<file path="src/hdl/lpm_pkg.sv">
// Constants and types of the low-power mode controller
package lpm_pkg;
  localparam logic [7:0] ADDR_CTRL1 = 8'h00;
  localparam logic [7:0] ADDR_CTRL2 = 8'h04;
  localparam logic [7:0] ADDR_IRQCFG = 8'h08;
  localparam logic [7:0] ADDR_STATUS = 8'h0c;
  localparam int C1_GO = 7;
  localparam int C1_SLOW = 6;
  localparam int C1_SENSE = 5;
  localparam int C1_WU = 3;
  localparam int C1_DUAL = 0;
  localparam int C2_CPU = 4;
  localparam int C2_TICK = 2;
  localparam int IC_GIE = 0;
  localparam int IC_TIE = 1;
  localparam int IC_TTE = 2;
  localparam int IC_SRC = 8;
  localparam int IRQ_N = 8;
  localparam logic [1:0] WU_RESET = 2'h0;
  localparam int WCW = 27;
  localparam real CLK_NS = 8.0;
  localparam real WU_F0_MS = 12.288;
  localparam real WU_F1_MS = 4.096;
  localparam real WU_F2_MS = 3.072;
  localparam real WU_F3_MS = 1.024;
  localparam real WU_S0_MS = 750.0;
  localparam real WU_S1_MS = 250.0;
  localparam real WU_S2_MS = 5.85;
  localparam real WU_S3_MS = 1.95;
  localparam int unsigned WU_F0_CYC = int'($ceil(WU_F0_MS * 1.0e6 / CLK_NS));
  localparam int unsigned WU_F1_CYC = int'($ceil(WU_F1_MS * 1.0e6 / CLK_NS));
  localparam int unsigned WU_F2_CYC = int'($ceil(WU_F2_MS * 1.0e6 / CLK_NS));
  localparam int unsigned WU_F3_CYC = int'($ceil(WU_F3_MS * 1.0e6 / CLK_NS));
  localparam int unsigned WU_S0_CYC = int'($ceil(WU_S0_MS * 1.0e6 / CLK_NS));
  localparam int unsigned WU_S1_CYC = int'($ceil(WU_S1_MS * 1.0e6 / CLK_NS));
  localparam int unsigned WU_S2_CYC = int'($ceil(WU_S2_MS * 1.0e6 / CLK_NS));
  localparam int unsigned WU_S3_CYC = int'($ceil(WU_S3_MS * 1.0e6 / CLK_NS));
  typedef enum logic [2:0] {
    LPM_RUN, LPM_HALT, LPM_WARM, LPM_CDOZE, LPM_TDOZE
  } lpm_state_t;
  typedef enum logic [1:0] {
    FAST_RUN_SINGLE, FAST_RUN_DUAL, SLOW_RUN
  } lpm_run_t;
  typedef struct packed {
    logic hf_osc_en;
    logic lf_osc_en;
    logic core_halt;
    logic cpu_halt;
    logic wdt_halt;
    logic periph_clk_en;
    logic pc_hold;
    logic prescaler_clr;
    logic tick_latch_set;
    logic resume;
    logic vector_req;
    logic vector_tick;
  } lpm_ctrl_t;
endpackage

</file>
<file path="src/hdl/lpm_ctrl.sv">
// Low-power mode controller with AHB-Lite register slave
//
// The placing of the registers and register access over AHB-Lite are this design's own decisions.
`timescale 1ns/1ns
module lpm_ctrl #(
  parameter int unsigned WU_F0 = lpm_pkg::WU_F0_CYC,
  parameter int unsigned WU_F1 = lpm_pkg::WU_F1_CYC,
  parameter int unsigned WU_F2 = lpm_pkg::WU_F2_CYC,
  parameter int unsigned WU_F3 = lpm_pkg::WU_F3_CYC,
  parameter int unsigned WU_S0 = lpm_pkg::WU_S0_CYC,
  parameter int unsigned WU_S1 = lpm_pkg::WU_S1_CYC,
  parameter int unsigned WU_S2 = lpm_pkg::WU_S2_CYC,
  parameter int unsigned WU_S3 = lpm_pkg::WU_S3_CYC
) (
  input wire logic hclk,
  input wire logic hresetn,
  input wire logic hsel,
  input wire logic [31:0] haddr,
  input wire logic [1:0] htrans,
  input wire logic hwrite,
  input wire logic [2:0] hsize,
  input wire logic [31:0] hwdata,
  input wire logic hready,
  output logic hreadyout,
  output logic hresp,
  output logic [31:0] hrdata,
  input wire logic wake_n,
  input wire logic tick_src,
  input wire logic wdt_irq,
  input wire logic [lpm_pkg::IRQ_N-1:0] irq_pending,
  output lpm_pkg::lpm_ctrl_t ctrl
);
  lpm_pkg::lpm_state_t state_reg, state_next;
  lpm_pkg::lpm_run_t run_reg;
  lpm_pkg::lpm_ctrl_t ctrl_reg, ctrl_next;
  localparam int WCW_L = lpm_pkg::WCW;
  logic [WCW_L-1:0] cnt_reg, cnt_next;
  logic wr_pend_reg;
  logic [7:0] addr_reg;
  logic go_reg;
  logic slow_reg;
  logic sense_reg;
  logic sense_eff_reg;
  logic [1:0] wu_reg;
  logic dual_reg;
  logic cpu_req_reg;
  logic tick_req_reg;
  logic gie_reg;
  logic tie_reg;
  logic tte_reg;
  logic [lpm_pkg::IRQ_N-1:0] src_en_reg;
  logic wake_d_reg;
  logic tick_d_reg;
  logic hf_reg;
  logic lf_reg;
  logic wake_rise;
  logic tick_fall;
  logic halt_wake;
  logic cpu_wake;
  logic wr_c1;
  logic wr_c2;
  logic wr_ic;
  logic addr_ok;
  logic cpu_enter;
  logic tick_enter;
  logic wdt_cancel;

  function automatic logic [lpm_pkg::WCW-1:0] warm_cycles(
    input logic [1:0] sel,
    input logic slow
  );
    int unsigned v;
    case ({slow, sel})
      3'h0: v = WU_F0;
      3'h1: v = WU_F1;
      3'h2: v = WU_F2;
      3'h3: v = WU_F3;
      3'h4: v = WU_S0;
      3'h5: v = WU_S1;
      3'h6: v = WU_S2;
      default: v = WU_S3;
    endcase
    return lpm_pkg::WCW'(v - 1);
  endfunction

  function automatic lpm_pkg::lpm_run_t run_of(
    input logic dual,
    input logic slow
  );
    if (!dual) begin
      return lpm_pkg::FAST_RUN_SINGLE;
    end else if (slow) begin
      return lpm_pkg::SLOW_RUN;
    end else begin
      return lpm_pkg::FAST_RUN_DUAL;
    end
  endfunction

  assign addr_ok = hsel && hready && htrans[1];
  assign wr_c1 = wr_pend_reg && addr_reg == lpm_pkg::ADDR_CTRL1;
  assign wr_c2 = wr_pend_reg && addr_reg == lpm_pkg::ADDR_CTRL2;
  assign wr_ic = wr_pend_reg && addr_reg == lpm_pkg::ADDR_IRQCFG;
  assign wake_rise = wake_n && !wake_d_reg;
  assign tick_fall = !tick_src && tick_d_reg;
  assign cpu_wake = |(irq_pending & src_en_reg);
  assign halt_wake = sense_eff_reg ? wake_n : wake_rise;
  assign wdt_cancel = state_reg == lpm_pkg::LPM_RUN && wdt_irq &&
    (cpu_req_reg || tick_req_reg);
  assign cpu_enter = state_reg == lpm_pkg::LPM_RUN && cpu_req_reg && !wdt_irq;
  assign tick_enter = state_reg == lpm_pkg::LPM_RUN && tick_req_reg &&
    !wdt_irq;

  // Bus slave, zero wait states
  always_ff @(posedge hclk or negedge hresetn) begin
    if (!hresetn) begin
      wr_pend_reg <= 1'b0;
      addr_reg <= 8'h00;
      hrdata <= 32'h00000000;
      hreadyout <= 1'b1;
      hresp <= 1'b0;
    end else begin
      hreadyout <= 1'b1;
      hresp <= 1'b0;
      wr_pend_reg <= addr_ok && hwrite;
      addr_reg <= haddr[7:0];
      hrdata <= 32'h00000000;
      if (addr_ok && !hwrite && haddr[31:8] == 24'h000000) begin
        if (haddr[7:0] == lpm_pkg::ADDR_CTRL1) begin
          hrdata[lpm_pkg::C1_SLOW] <= slow_reg;
          hrdata[lpm_pkg::C1_SENSE] <= sense_reg;
          hrdata[lpm_pkg::C1_WU +: 2] <= wu_reg;
          hrdata[lpm_pkg::C1_DUAL] <= dual_reg;
        end else if (haddr[7:0] == lpm_pkg::ADDR_CTRL2) begin
          hrdata[lpm_pkg::C2_CPU] <= cpu_req_reg;
          hrdata[lpm_pkg::C2_TICK] <= tick_req_reg;
        end else if (haddr[7:0] == lpm_pkg::ADDR_IRQCFG) begin
          hrdata[lpm_pkg::IC_GIE] <= gie_reg;
          hrdata[lpm_pkg::IC_TIE] <= tie_reg;
          hrdata[lpm_pkg::IC_TTE] <= tte_reg;
          hrdata[lpm_pkg::IC_SRC +: lpm_pkg::IRQ_N] <= src_en_reg;
        end else if (haddr[7:0] == lpm_pkg::ADDR_STATUS) begin
          hrdata[2:0] <= state_reg;
          hrdata[5:4] <= run_reg;
          hrdata[8] <= sense_eff_reg;
          hrdata[9] <= wake_n;
          hrdata[10] <= hf_reg;
          hrdata[11] <= lf_reg;
        end
      end
    end
  end

  // Mode control fields
  always_ff @(posedge hclk or negedge hresetn) begin
    if (!hresetn) begin
      slow_reg <= 1'b0;
      sense_reg <= 1'b0;
      wu_reg <= lpm_pkg::WU_RESET;
      dual_reg <= 1'b0;
      gie_reg <= 1'b0;
      tie_reg <= 1'b0;
      tte_reg <= 1'b0;
      src_en_reg <= '0;
    end else begin
      if (wr_c1) begin
        slow_reg <= hwdata[lpm_pkg::C1_SLOW];
        sense_reg <= hwdata[lpm_pkg::C1_SENSE];
        wu_reg <= hwdata[lpm_pkg::C1_WU +: 2];
        dual_reg <= hwdata[lpm_pkg::C1_DUAL];
      end
      if (wr_ic) begin
        gie_reg <= hwdata[lpm_pkg::IC_GIE];
        tie_reg <= hwdata[lpm_pkg::IC_TIE];
        tte_reg <= hwdata[lpm_pkg::IC_TTE];
        src_en_reg <= hwdata[lpm_pkg::IC_SRC +: lpm_pkg::IRQ_N];
      end
    end
  end

  // Halt command, taken once in run
  always_ff @(posedge hclk or negedge hresetn) begin
    if (!hresetn) begin
      go_reg <= 1'b0;
    end else if (wr_c1 && hwdata[lpm_pkg::C1_GO]) begin
      go_reg <= 1'b1;
    end else if (state_reg == lpm_pkg::LPM_RUN) begin
      go_reg <= 1'b0;
    end
  end

  // Doze requests, a write wins over the hardware clear
  always_ff @(posedge hclk or negedge hresetn) begin
    if (!hresetn) begin
      cpu_req_reg <= 1'b0;
      tick_req_reg <= 1'b0;
    end else begin
      if (wr_c2) begin
        cpu_req_reg <= hwdata[lpm_pkg::C2_CPU];
      end else if ((state_reg == lpm_pkg::LPM_CDOZE && cpu_wake) ||
                   wdt_cancel) begin
        cpu_req_reg <= 1'b0;
      end
      if (wr_c2) begin
        tick_req_reg <= hwdata[lpm_pkg::C2_TICK];
      end else if ((state_reg == lpm_pkg::LPM_TDOZE && tick_fall) ||
                   wdt_cancel) begin
        tick_req_reg <= 1'b0;
      end
    end
  end

  // Pin history and effective release sense
  always_ff @(posedge hclk or negedge hresetn) begin
    if (!hresetn) begin
      // Idle pin level, no false rise after reset
      wake_d_reg <= 1'b1;
      tick_d_reg <= 1'b0;
      sense_eff_reg <= 1'b0;
    end else begin
      wake_d_reg <= wake_n;
      tick_d_reg <= tick_src;
      if (!sense_reg) begin
        sense_eff_reg <= 1'b0;
      end else if (wake_rise) begin
        sense_eff_reg <= 1'b1;
      end
    end
  end

  // Mode sequencing
  always_comb begin
    state_next = state_reg;
    cnt_next = cnt_reg;
    case (state_reg)
      lpm_pkg::LPM_RUN: begin
        if (go_reg) begin
          if (sense_eff_reg && wake_n) begin
            state_next = lpm_pkg::LPM_WARM;
            cnt_next = warm_cycles(wu_reg, dual_reg && slow_reg);
          end else begin
            state_next = lpm_pkg::LPM_HALT;
          end
        end else if (cpu_enter) begin
          state_next = lpm_pkg::LPM_CDOZE;
        end else if (tick_enter) begin
          state_next = lpm_pkg::LPM_TDOZE;
        end
      end
      lpm_pkg::LPM_HALT: begin
        if (halt_wake) begin
          state_next = lpm_pkg::LPM_WARM;
          cnt_next = warm_cycles(wu_reg, dual_reg && slow_reg);
        end
      end
      lpm_pkg::LPM_WARM: begin
        if (cnt_reg == '0) begin
          state_next = lpm_pkg::LPM_RUN;
        end else begin
          cnt_next = cnt_reg - 1'b1;
        end
      end
      lpm_pkg::LPM_CDOZE: begin
        if (cpu_wake) begin
          state_next = lpm_pkg::LPM_RUN;
        end
      end
      lpm_pkg::LPM_TDOZE: begin
        if (tick_fall) begin
          state_next = lpm_pkg::LPM_RUN;
        end
      end
      default: state_next = lpm_pkg::LPM_RUN;
    endcase
  end

  always_ff @(posedge hclk or negedge hresetn) begin
    if (!hresetn) begin
      state_reg <= lpm_pkg::LPM_RUN;
      cnt_reg <= '0;
    end else begin
      state_reg <= state_next;
      cnt_reg <= cnt_next;
    end
  end

  always_ff @(posedge hclk or negedge hresetn) begin
    if (!hresetn) begin
      run_reg <= lpm_pkg::FAST_RUN_SINGLE;
    end else if (state_reg == lpm_pkg::LPM_RUN &&
                 state_next == lpm_pkg::LPM_RUN) begin
      run_reg <= run_of(dual_reg, slow_reg);
    end
  end

  // Oscillator enables
  always_ff @(posedge hclk or negedge hresetn) begin
    if (!hresetn) begin
      hf_reg <= 1'b1;
      lf_reg <= 1'b0;
    end else if (state_next == lpm_pkg::LPM_HALT) begin
      hf_reg <= 1'b0;
      lf_reg <= 1'b0;
    end else if (state_next == lpm_pkg::LPM_WARM &&
                 state_reg != lpm_pkg::LPM_WARM) begin
      hf_reg <= !(dual_reg && slow_reg);
      lf_reg <= dual_reg;
    end
  end

  // Control outputs
  always_comb begin
    ctrl_next = '0;
    ctrl_next.hf_osc_en = hf_reg;
    ctrl_next.lf_osc_en = lf_reg;
    ctrl_next.periph_clk_en = 1'b1;
    if (state_next == lpm_pkg::LPM_HALT && state_reg == lpm_pkg::LPM_RUN) begin
      ctrl_next.hf_osc_en = 1'b0;
      ctrl_next.lf_osc_en = 1'b0;
    end else if (state_next == lpm_pkg::LPM_WARM &&
                 state_reg != lpm_pkg::LPM_WARM) begin
      ctrl_next.hf_osc_en = !(dual_reg && slow_reg);
      ctrl_next.lf_osc_en = dual_reg;
      ctrl_next.prescaler_clr = 1'b1;
    end else if (state_next == lpm_pkg::LPM_HALT) begin
      ctrl_next.hf_osc_en = 1'b0;
      ctrl_next.lf_osc_en = 1'b0;
    end
    ctrl_next.pc_hold = state_next != lpm_pkg::LPM_RUN;
    if (state_next == lpm_pkg::LPM_HALT || state_next == lpm_pkg::LPM_WARM) begin
      ctrl_next.core_halt = 1'b1;
      ctrl_next.cpu_halt = 1'b1;
      ctrl_next.wdt_halt = 1'b1;
      ctrl_next.periph_clk_en = 1'b0;
    end
    if (state_next == lpm_pkg::LPM_CDOZE) begin
      ctrl_next.cpu_halt = 1'b1;
      ctrl_next.wdt_halt = 1'b1;
    end
    if (state_next == lpm_pkg::LPM_TDOZE) begin
      ctrl_next.cpu_halt = 1'b1;
      ctrl_next.wdt_halt = 1'b1;
      ctrl_next.periph_clk_en = 1'b0;
    end
    ctrl_next.tick_latch_set = tick_enter && !go_reg && !cpu_req_reg && tte_reg;
    ctrl_next.resume = state_reg != lpm_pkg::LPM_RUN &&
      state_next == lpm_pkg::LPM_RUN;
    ctrl_next.vector_req = (state_reg == lpm_pkg::LPM_CDOZE && cpu_wake &&
      gie_reg) || (wdt_cancel && !go_reg);
    ctrl_next.vector_tick = state_reg == lpm_pkg::LPM_TDOZE && tick_fall &&
      gie_reg && tie_reg && tte_reg;
  end

  always_ff @(posedge hclk or negedge hresetn) begin
    if (!hresetn) begin
      ctrl_reg <= '{hf_osc_en: 1'b1, periph_clk_en: 1'b1, default: 1'b0};
    end else begin
      ctrl_reg <= ctrl_next;
    end
  end
  assign ctrl = ctrl_reg;

  halt_osc_off_a: assert property (
    @(posedge hclk) disable iff (!hresetn)
    state_reg == lpm_pkg::LPM_HALT |-> !ctrl.hf_osc_en && !ctrl.lf_osc_en
  ) else $error("oscillator running in halt");
  edge_wake_a: assert property (
    @(posedge hclk) disable iff (!hresetn)
    state_reg == lpm_pkg::LPM_HALT && !sense_eff_reg && !wake_rise
    |=> state_reg == lpm_pkg::LPM_HALT
  ) else $error("edge mode left halt without rising edge");
  edge_enter_a: assert property (
    @(posedge hclk) disable iff (!hresetn)
    state_reg == lpm_pkg::LPM_RUN && go_reg && !sense_eff_reg
    |=> state_reg == lpm_pkg::LPM_HALT
  ) else $error("edge mode did not enter halt");
  warm_no_halt_a: assert property (
    @(posedge hclk) disable iff (!hresetn)
    state_reg == lpm_pkg::LPM_WARM |=> state_reg != lpm_pkg::LPM_HALT
  ) else $error("halt re-entered during warm-up");
  sense_defer_a: assert property (
    @(posedge hclk) disable iff (!hresetn)
    $rose(sense_eff_reg) |-> $past(wake_rise)
  ) else $error("level sense taken without rising edge");
  warm_osc_a: assert property (
    @(posedge hclk) disable iff (!hresetn)
    state_reg == lpm_pkg::LPM_HALT && halt_wake && dual_reg && !slow_reg
    |=> ctrl.hf_osc_en && ctrl.lf_osc_en && ctrl.prescaler_clr
  ) else $error("dual fast release oscillators wrong");
  warm_resume_a: assert property (
    @(posedge hclk) disable iff (!hresetn)
    state_reg == lpm_pkg::LPM_WARM && cnt_reg == '0
    |=> ctrl.resume && !ctrl.pc_hold ##1 !ctrl.resume
  ) else $error("resume pulse after warm-up wrong");
  cdoze_out_a: assert property (
    @(posedge hclk) disable iff (!hresetn)
    state_reg == lpm_pkg::LPM_CDOZE
    |-> ctrl.cpu_halt && ctrl.wdt_halt && ctrl.periph_clk_en && ctrl.pc_hold
  ) else $error("CPU doze outputs wrong");
  wdt_cancel_a: assert property (
    @(posedge hclk) disable iff (!hresetn)
    wdt_cancel && !go_reg |=> state_reg == lpm_pkg::LPM_RUN && ctrl.vector_req
  ) else $error("doze entered despite watchdog irq");
  tick_vec_a: assert property (
    @(posedge hclk) disable iff (!hresetn)
    state_reg == lpm_pkg::LPM_TDOZE && tick_fall
    |=> state_reg == lpm_pkg::LPM_RUN && !tick_req_reg &&
        ctrl.vector_tick == $past(gie_reg && tie_reg && tte_reg)
  ) else $error("tick doze release wrong");
endmodule

</file>
<file path="config.mk">
export PLATFORM = sky130hd
export DESIGN_NAME = lpm_ctrl
export DESIGN_NICKNAME = d
export VERILOG_FILES = /design/src/hdl/lpm_pkg.sv /design/src/hdl/lpm_ctrl.sv
export SDC_FILE = /design/constraint.sdc
export NUM_CORES = 1
export LEC_CHECK = 0
export BUFFER_PORTS_ARGS = -buffer_cell sky130_fd_sc_hd__buf_4
export CAP_MARGIN = 25
export CORE_UTILIZATION = 28
export DETAILED_ROUTE_END_ITERATION = 6
export GPL_TIMING_DRIVEN = 0
export HOLD_SLACK_MARGIN = 0.03
export PLACE_DENSITY = 0.59
export SKIP_CTS_REPAIR_TIMING = 1
export SLEW_MARGIN = 0
export SYNTH_ARGS = -nofsm -noshare
export SYNTH_HDL_FRONTEND = slang
export SYNTH_SLANG_ARGS = --single-unit
</file>
<file path="constraint.sdc">
create_clock -name hclk -period 5.1 [get_ports hclk]
set_input_delay 0.255 -clock hclk [delete_from_list [all_inputs] [get_ports hclk]]
set_output_delay 0.255 -clock hclk [all_outputs]
set_load 0.005 [all_outputs]
</file>
==> results of run 1 <==
-- through the flow --
step | hold slack [ns] | worst slack [ns]
5_1_grt | 0.03862 | 1.613
2_1_floorplan | -0.04059 | 2.451
3_5_place_dp | 0.2580 | 1.838
3_3_place_gp | 0.3758 | 1.838
6_report | 0.04395 | 1.772
4_1_cts | -0.1219 | 1.821
-- cells by family (layout without fill, tap and decap cells) --
family	after synthesis	in the layout	synth area share, %
DFF	91	91	48.32
AOI/OAI and AO/OA	135	135	19.39
other	2	19	0.1590
and+or+nand+nor	178	178	20.16
buffers and inverters	58	175	6.490
muxes	21	21	4.848
xor gates and xnor gates	2	2	0.3709
adders and majority gates	1	1	0.2649
-- worst register-to-register path, cell delays in order (launching register included) --
cell	delay [ns]
dfrtp_1	0.38
buf_2	0.19
nor3b_2	0.53
clkbuf_1	0.41
clkbuf_1	0.46
a21oi_1	0.15
ha_1	0.30
o21a_2	0.21
and4b_1	0.24
o21a_1	0.17
o22a_1	0.19
-- metal layers --
metal / wire length (µm) / share of wire, %
met1: 6218 / 45
met3: 613 / 4.4
met2: 6700 / 49
met5: 0 / 0
met4: 247 / 1.8
-- power breakdown --
| group | total (mW) | leakage, nW | internal [mW] | switching, mW |
|---|---|---|---|---|
| combinational | 1.01 | 1.45 | 0.400 | 0.607 |
| sequential | 1.00 | 1.14 | 0.859 | 0.143 |
| clock | 0.662 | 0.142 | 0.344 | 0.318 |
| total | 2.67 | 2.73 | 1.60 | 1.07 |
-- cell type report --
type,instances,share of cell area (%)
sequential,91,37.04
buffer,46,4.245
inverter,12,0.7311
clock inverter,7,1.178
timing repair buffer,101,13.00
multi-input combinational,356,35.68
tap,220,4.468
clock buffer,9,3.656
-- worst max path at each step --
stage	slack, ns	startpoint	cells after the start	end
after floorplan	2.45	state_reg[2]	10	cnt_reg[18]
after global placement	1.84	state_reg[2]	10	cnt_reg[18]
after detailed placement	1.84	state_reg[2]	10	cnt_reg[18]
after CTS	1.82	state_reg[2]	10	cnt_reg[18]
after global routing	1.61	state_reg[2]	10	cnt_reg[18]
final	1.77	state_reg[2]	10	cnt_reg[18]
-- cell usage in the layout (no fill, tap or decap), drive strengths merged, types with 6 or more instances in the layout --
cell type,netlist,routed
a22oi,8,8
nand2,38,38
and2,7,7
nor2,49,49
nor3,20,20
o21a,6,6
a31oi,14,14
clkbuf,19,28
o21ai,29,29
dfrtp,87,87
nand4,6,6
buf,27,119
mux2,15,15
inv,12,14
conb,2,19
o22a,7,7
or3,9,9
dlygate4sd3,0,9
a21oi,32,32
mux2i,6,6
nor4,16,16
nand3,7,7
==> out/qor.txt, run 1 <==
Unique masters post-synth = 68
clk_skew = 0.007797 ns
met2 global-route usage = 26.04%
DR vias/cell = 5.084
Finish-stage setup viols = 0
routed len/inst = 16.36 µm
First-pass DRT Iterations = 5
Post-DP Area = 5773 µm²
Initial DRC Count = 320
Total Neg Setup Slack = 0 ns
Reg2Reg Depth = 10
fin nets = 703
register area share after synthesis = 48.32%
row count = 47
diode count = 0
R2R Path End = cnt_reg[18]
Final Cycle Share = 65.25%
routed vias = 4281
CTS buffer count = 9
design area = 6161 µm²
RSZ-0062 raised after global routing = no
clk sinks = 91
total global-route track usage = 15.92%
Remaining DRCs = 0
Crit path required time = 5.34 ns
Synth Flop Type = dfrtp_1
die width = 131.9 µm
RR Startpoint = state_reg[2]
Max Slew Vio Count = 0
critical-path cell list = buf_2, nor3b_2, clkbuf_1, clkbuf_1, a21oi_1, ha_1, o21a_2, and4b_1, o21a_1, o22a_1
most common cell in the netlist = dfrtp_1
Vert. Die Dim = 131.9 µm
multi-input logic area = 2198 µm²
sequential cell area = 2282 µm²
CTS Buffer Depth = 2
Worst setup SP type = register
Synth top area share = 46.09%
largest area contributor in the netlist = dfrtp_1
WP data arrival = 3.57 ns
fillers = 1665
worst-path fanout max = 10
WL final = 13780 µm
CTS clk-pin slew, worst paths = 0.07 ns
initial core utilization = 28.58%
most used cell, CP = clkbuf_1
outcome = completed
Non-Filler Instances = 842
largest net degree at the start of global routing = 54
top cells by area, synth = dfrtp_1 (46%), nor2_1 (3.9%), mux2_2 (3.6%)
Top Ports = 131
Final Wtd Congestion = 0.8268
Ys Warns = 0
most frequent cells after synthesis = dfrtp_1 (87), nor2_1 (49), nand2_1 (38)
H-tree levels = 3
Syn Area/Cell = 9.679 µm²
fraction of layout cells with a size suffix above 1 = 27.81%
fin crit period = 3.328 ns
Top delay family on crit path = buffers and inverters
HP Class = input pin to register
Setup Crit Path Kind = register to register
Skew-Pair Late Insertion Delay = 0.35 ns
hold depth = 1
TritonCTS clock tree = built
slew margin rel. = 33.04%
vias in the first global route = 4097
R2R setup slack = 1.77 ns
Worst Hold End = wake_d_reg
die area = 17390 µm²
cell area power density = 433.5 nW/µm²
dpl cells = 817
Fmax achieved = 0.3005 GHz
Final ANT Viol Nets = 0
initial antenna violation count = 0
area grow syn2layout = 30.44%
CP endpoint kind = register
I/O Buffers = 91
Post-Synthesis Cell Area = 4723 µm²
Final Hold Fails = 0
Synth Instances = 488
EDFF count, synth = 0
hpwl dp = 10090 µm
GRT busiest layer = met2
ys async rst share = 100.0%
final core utilization = 37.28%
Max-Cap Viols = 0
first-pass GRT wire length = 21740 µm
crit-path max cell delay = 0.53 ns
Slew @ Worst Pin = 0.9967 ns
Slowest-stage cell, CP = nor3b_2
crit path buf inv count = 3
total gr overflow = 0
CTS root buf = clkbuf_16
maximum VDD drop = 0.2199 mV
total power = 2.671 mW
GRT met3 Usage = 1.307%
Leak = 2.732 nW
met1 Use GR = 21.25%
core area = 16520 µm²
max reg flops = 27
Yosys reg bits = 91
worst hold start = wake_n
(Power assumes the default switching activity.)
==> run 2, diff against run 1 <==
- ABC_AREA: not set -> 1
- PLACE_DENSITY: 0.59 -> 0.6
- clock period: 5.1 -> 2.9 ns (I/O delays scaled with it)
==> run 2 against run 1 <==
Area after synthesis grew 13%; clock-buffer cell count grew 2; critical endpoint is now cnt_reg[16]; first-iteration DRC count shrank 11%; synthesized cell count grew 43%; wire length grew 3.5%; hold slack lost 0.018 ns; sequential cell count is the same; critical path type unchanged; sequential share of layout area shrank 4.3 points.
==> out/qor.txt, run 2 <==
outcome = completed
Final ANT Viol Nets = 0
fillers = 1929
register area share after synthesis = 42.61%
sequential cell area = 2282 µm²
Adder-Cell Fraction of Synth Area = 0.2336%
total gr overflow = 0
initial core utilization = 28.64%
vias in the first global route = 4694
RSZ-0062 raised after global routing = no
worst-path fanout max = 10
clk sinks = 91
Vert. Die Dim = 140.3 µm
total global-route track usage = 15.25%
Final Wtd Congestion = 0.9188
Pint = 2.971 mW
ys async rst share = 100.0%
Synth top area share = 40.64%
Post-Synthesis Cell Area = 5356 µm²
switching pwr = 1.788 mW
H-tree levels = 3
First-pass DRT Iterations = 5
fin nets = 922
Crit path required time = 3.15 ns
Top Ports = 131
core area = 18710 µm²
WL final = 14270 µm
CTS Buffer Depth = 2
WP data arrival = 2.68 ns
die width = 140.3 µm
register share of total power = 34.5%
EDFF count, synth = 0
Initial DRC Count = 284
maximum VDD drop = 0.3057 mV
top cells by area, synth = dfrtp_1 (41%), nand2_1 (11%), nor2_1 (6.4%)
diode count = 0
combinational share of power = 37.7%
Slew @ Worst Pin = 0.9609 ns
Skew-Pair Late Insertion Delay = 0.36 ns
row count = 50
clk_skew = 0.008778 ns
routed len/inst = 13.27 µm
CP endpoint kind = register
Ys Warns = 0
Max Slew Vio Count = 0
CTS clk-pin slew, worst paths = 0.07 ns
Syn Area/Cell = 7.696 µm²
Worst setup SP type = register
largest net degree at the start of global routing = 60
most common cell after layout, fill and taps aside = nand2_1
Max-Cap Viols = 0
post-synthesis mux area share = 2.102%
Leak = 3.547 nW
I/O Buffers = 91
Finish-stage setup viols = 0
most frequent cells after synthesis = nand2_1 (162), nor2_1 (91), dfrtp_1 (87)
most common cell in the netlist = nand2_1
largest area contributor in the netlist = dfrtp_1
design area = 6960 µm²
TritonCTS clock tree = built
fin crit period = 2.427 ns
post-synthesis compound-gate area fraction = 6.611%
XOR/XNOR Fraction of Synth Area = 1.145%
Setup Crit Path Kind = register to register
Final Hold Fails = 0
hpwl dp = 10860 µm
DR vias/cell = 4.582
Synth Flop Type = dfrtp_1
Synth Area in Simple Gates = 36.11%
CTS root buf = clkbuf_16
most frequent cells in the layout = nand2_1 (162), buf_4 (113), nor2_1 (91), dfrtp_1 (87), inv_1 (78)
first-pass GRT wire length = 23420 µm
Fmax achieved = 0.4120 GHz
HP Class = input pin to register
Remaining DRCs = 0
Yosys reg bits = 91
max reg flops = 27
fraction of layout cells with a size suffix above 1 = 26.52%
routed vias = 4926
largest family of logic cells by synthesized area = simple AND/OR/NAND/NOR gates
Final Cycle Share = 83.69%
Synth Instances = 696
slew margin rel. = 35.35%
initial antenna violation count = 0
CTS buffer count = 9
sw frac = 37.57%
cell area power density = 683.8 nW/µm²
area grow syn2layout = 29.95%
Total Neg Setup Slack = 0 ns
final core utilization = 37.21%
multi-input logic area = 2546 µm²
Post-DP Area = 6424 µm²
die area = 19690 µm²
Clk pwr share = 27.8%
Unique masters post-synth = 49
-- run 2: cell types whose count changed in the layout (fill, tap and decap cells not counted), sizes merged, moves of 8 or more --
cell and change:
dlygate4sd3 +11, clkbuf -14, a31oi -12, nand2 +149, a21oi -21, nor2 +60, inv +74, nand3 +63
nor3 -11, nor4 -10, nand4 +8
-- run 2: final cells by class --
| type | instances | share of cell area (%) |
|---|---|---|
| multi-input combinational | 500 | 36.58 |
| sequential | 91 | 32.79 |
| timing repair buffer | 112 | 13.09 |
| inverter | 89 | 4.907 |
| tap | 234 | 4.206 |
| clock buffer | 11 | 3.631 |
| buffer | 33 | 3.595 |
| clock inverter | 5 | 1.204 |
-- run 2: path summary, 6_finish.rpt --
path                         startpoint           to  slack [ns]  cells past startpoint
min                              hwrite  wr_pend_reg        0.03                      3
max in group asynchronous       hresetn      ctrl[6]        1.92                      3
min in group asynchronous       hresetn  addr_reg[7]        0.29                      2
max                        state_reg[2]  cnt_reg[16]        0.47                     15
min reg2reg                 cnt_reg[14]  cnt_reg[14]        0.48                      2
max reg2reg                state_reg[2]  cnt_reg[16]        0.47                     15
-- run 2: per-stage QoR --
| stage | hold WS [ns] | std cells | setup WS [ns] | power (mW) |
|---|---|---|---|---|
| finish | 0.02585 | 1075 | 0.4729 | 4.760 |
| global route | 0.03241 | 1075 | 0.2550 | 5.099 |
| CTS | -0.2514 | 1055 | 0.4436 | 4.786 |
| detailed placement | 0.1331 | 1039 | 0.4547 | 3.437 |
| global placement | 0.2644 | 1038 | 0.4886 | 3.414 |
| floorplan | -0.1506 | 713 | 0.8280 | 2.911 |
-- run 2: critical path: stages, from the launching register on --
cell and delay, ns:
dfrtp_1 0.37, buf_6 0.14, nor2_4 0.22, nand2_8 0.14, buf_12 0.18, nand2_2 0.06
o21ai_2 0.05, inv_2 0.09, ha_1 0.23, nand3_4 0.12, nor2_2 0.26, nand2_2 0.13
nor2_1 0.11, nand2_1 0.06, nand3_1 0.09, nand2_1 0.06
-- run 2: layer usage --
metal / up-vias / wire (µm) / GRT usage [%]
li1: 2476 / - / -
met1: 2289 / 6587 / 20.51
met5: - / 0 / 0
met2: 145 / 6714 / 24.21
met3: 16 / 764 / 3.863
met4: 0 / 202 / 4.222
-- run 2: logic make-up after synthesis --
kind of cell,count (synthesis)
other,2
adder cells (fa/ha/maj),1
XOR/XNOR,7
multiplexers,10
AO/OA/AOI/OAI,61
flip-flops,91
buffers and inverters,122
AND/OR/NAND/NOR,402
-- run 2: power groups by stage --
stage / registers [mW] / clock network [mW] / logic (mW)
6_report: 1.64 / 1.32 / 1.79
5_1_grt: 1.67 / 1.41 / 2.01
4_1_cts: 1.64 / 1.36 / 1.78
3_5_place_dp: 1.66 / 0 / 1.77
3_3_place_gp: 1.66 / 0 / 1.75
2_1_floorplan: 1.63 / 0 / 1.28
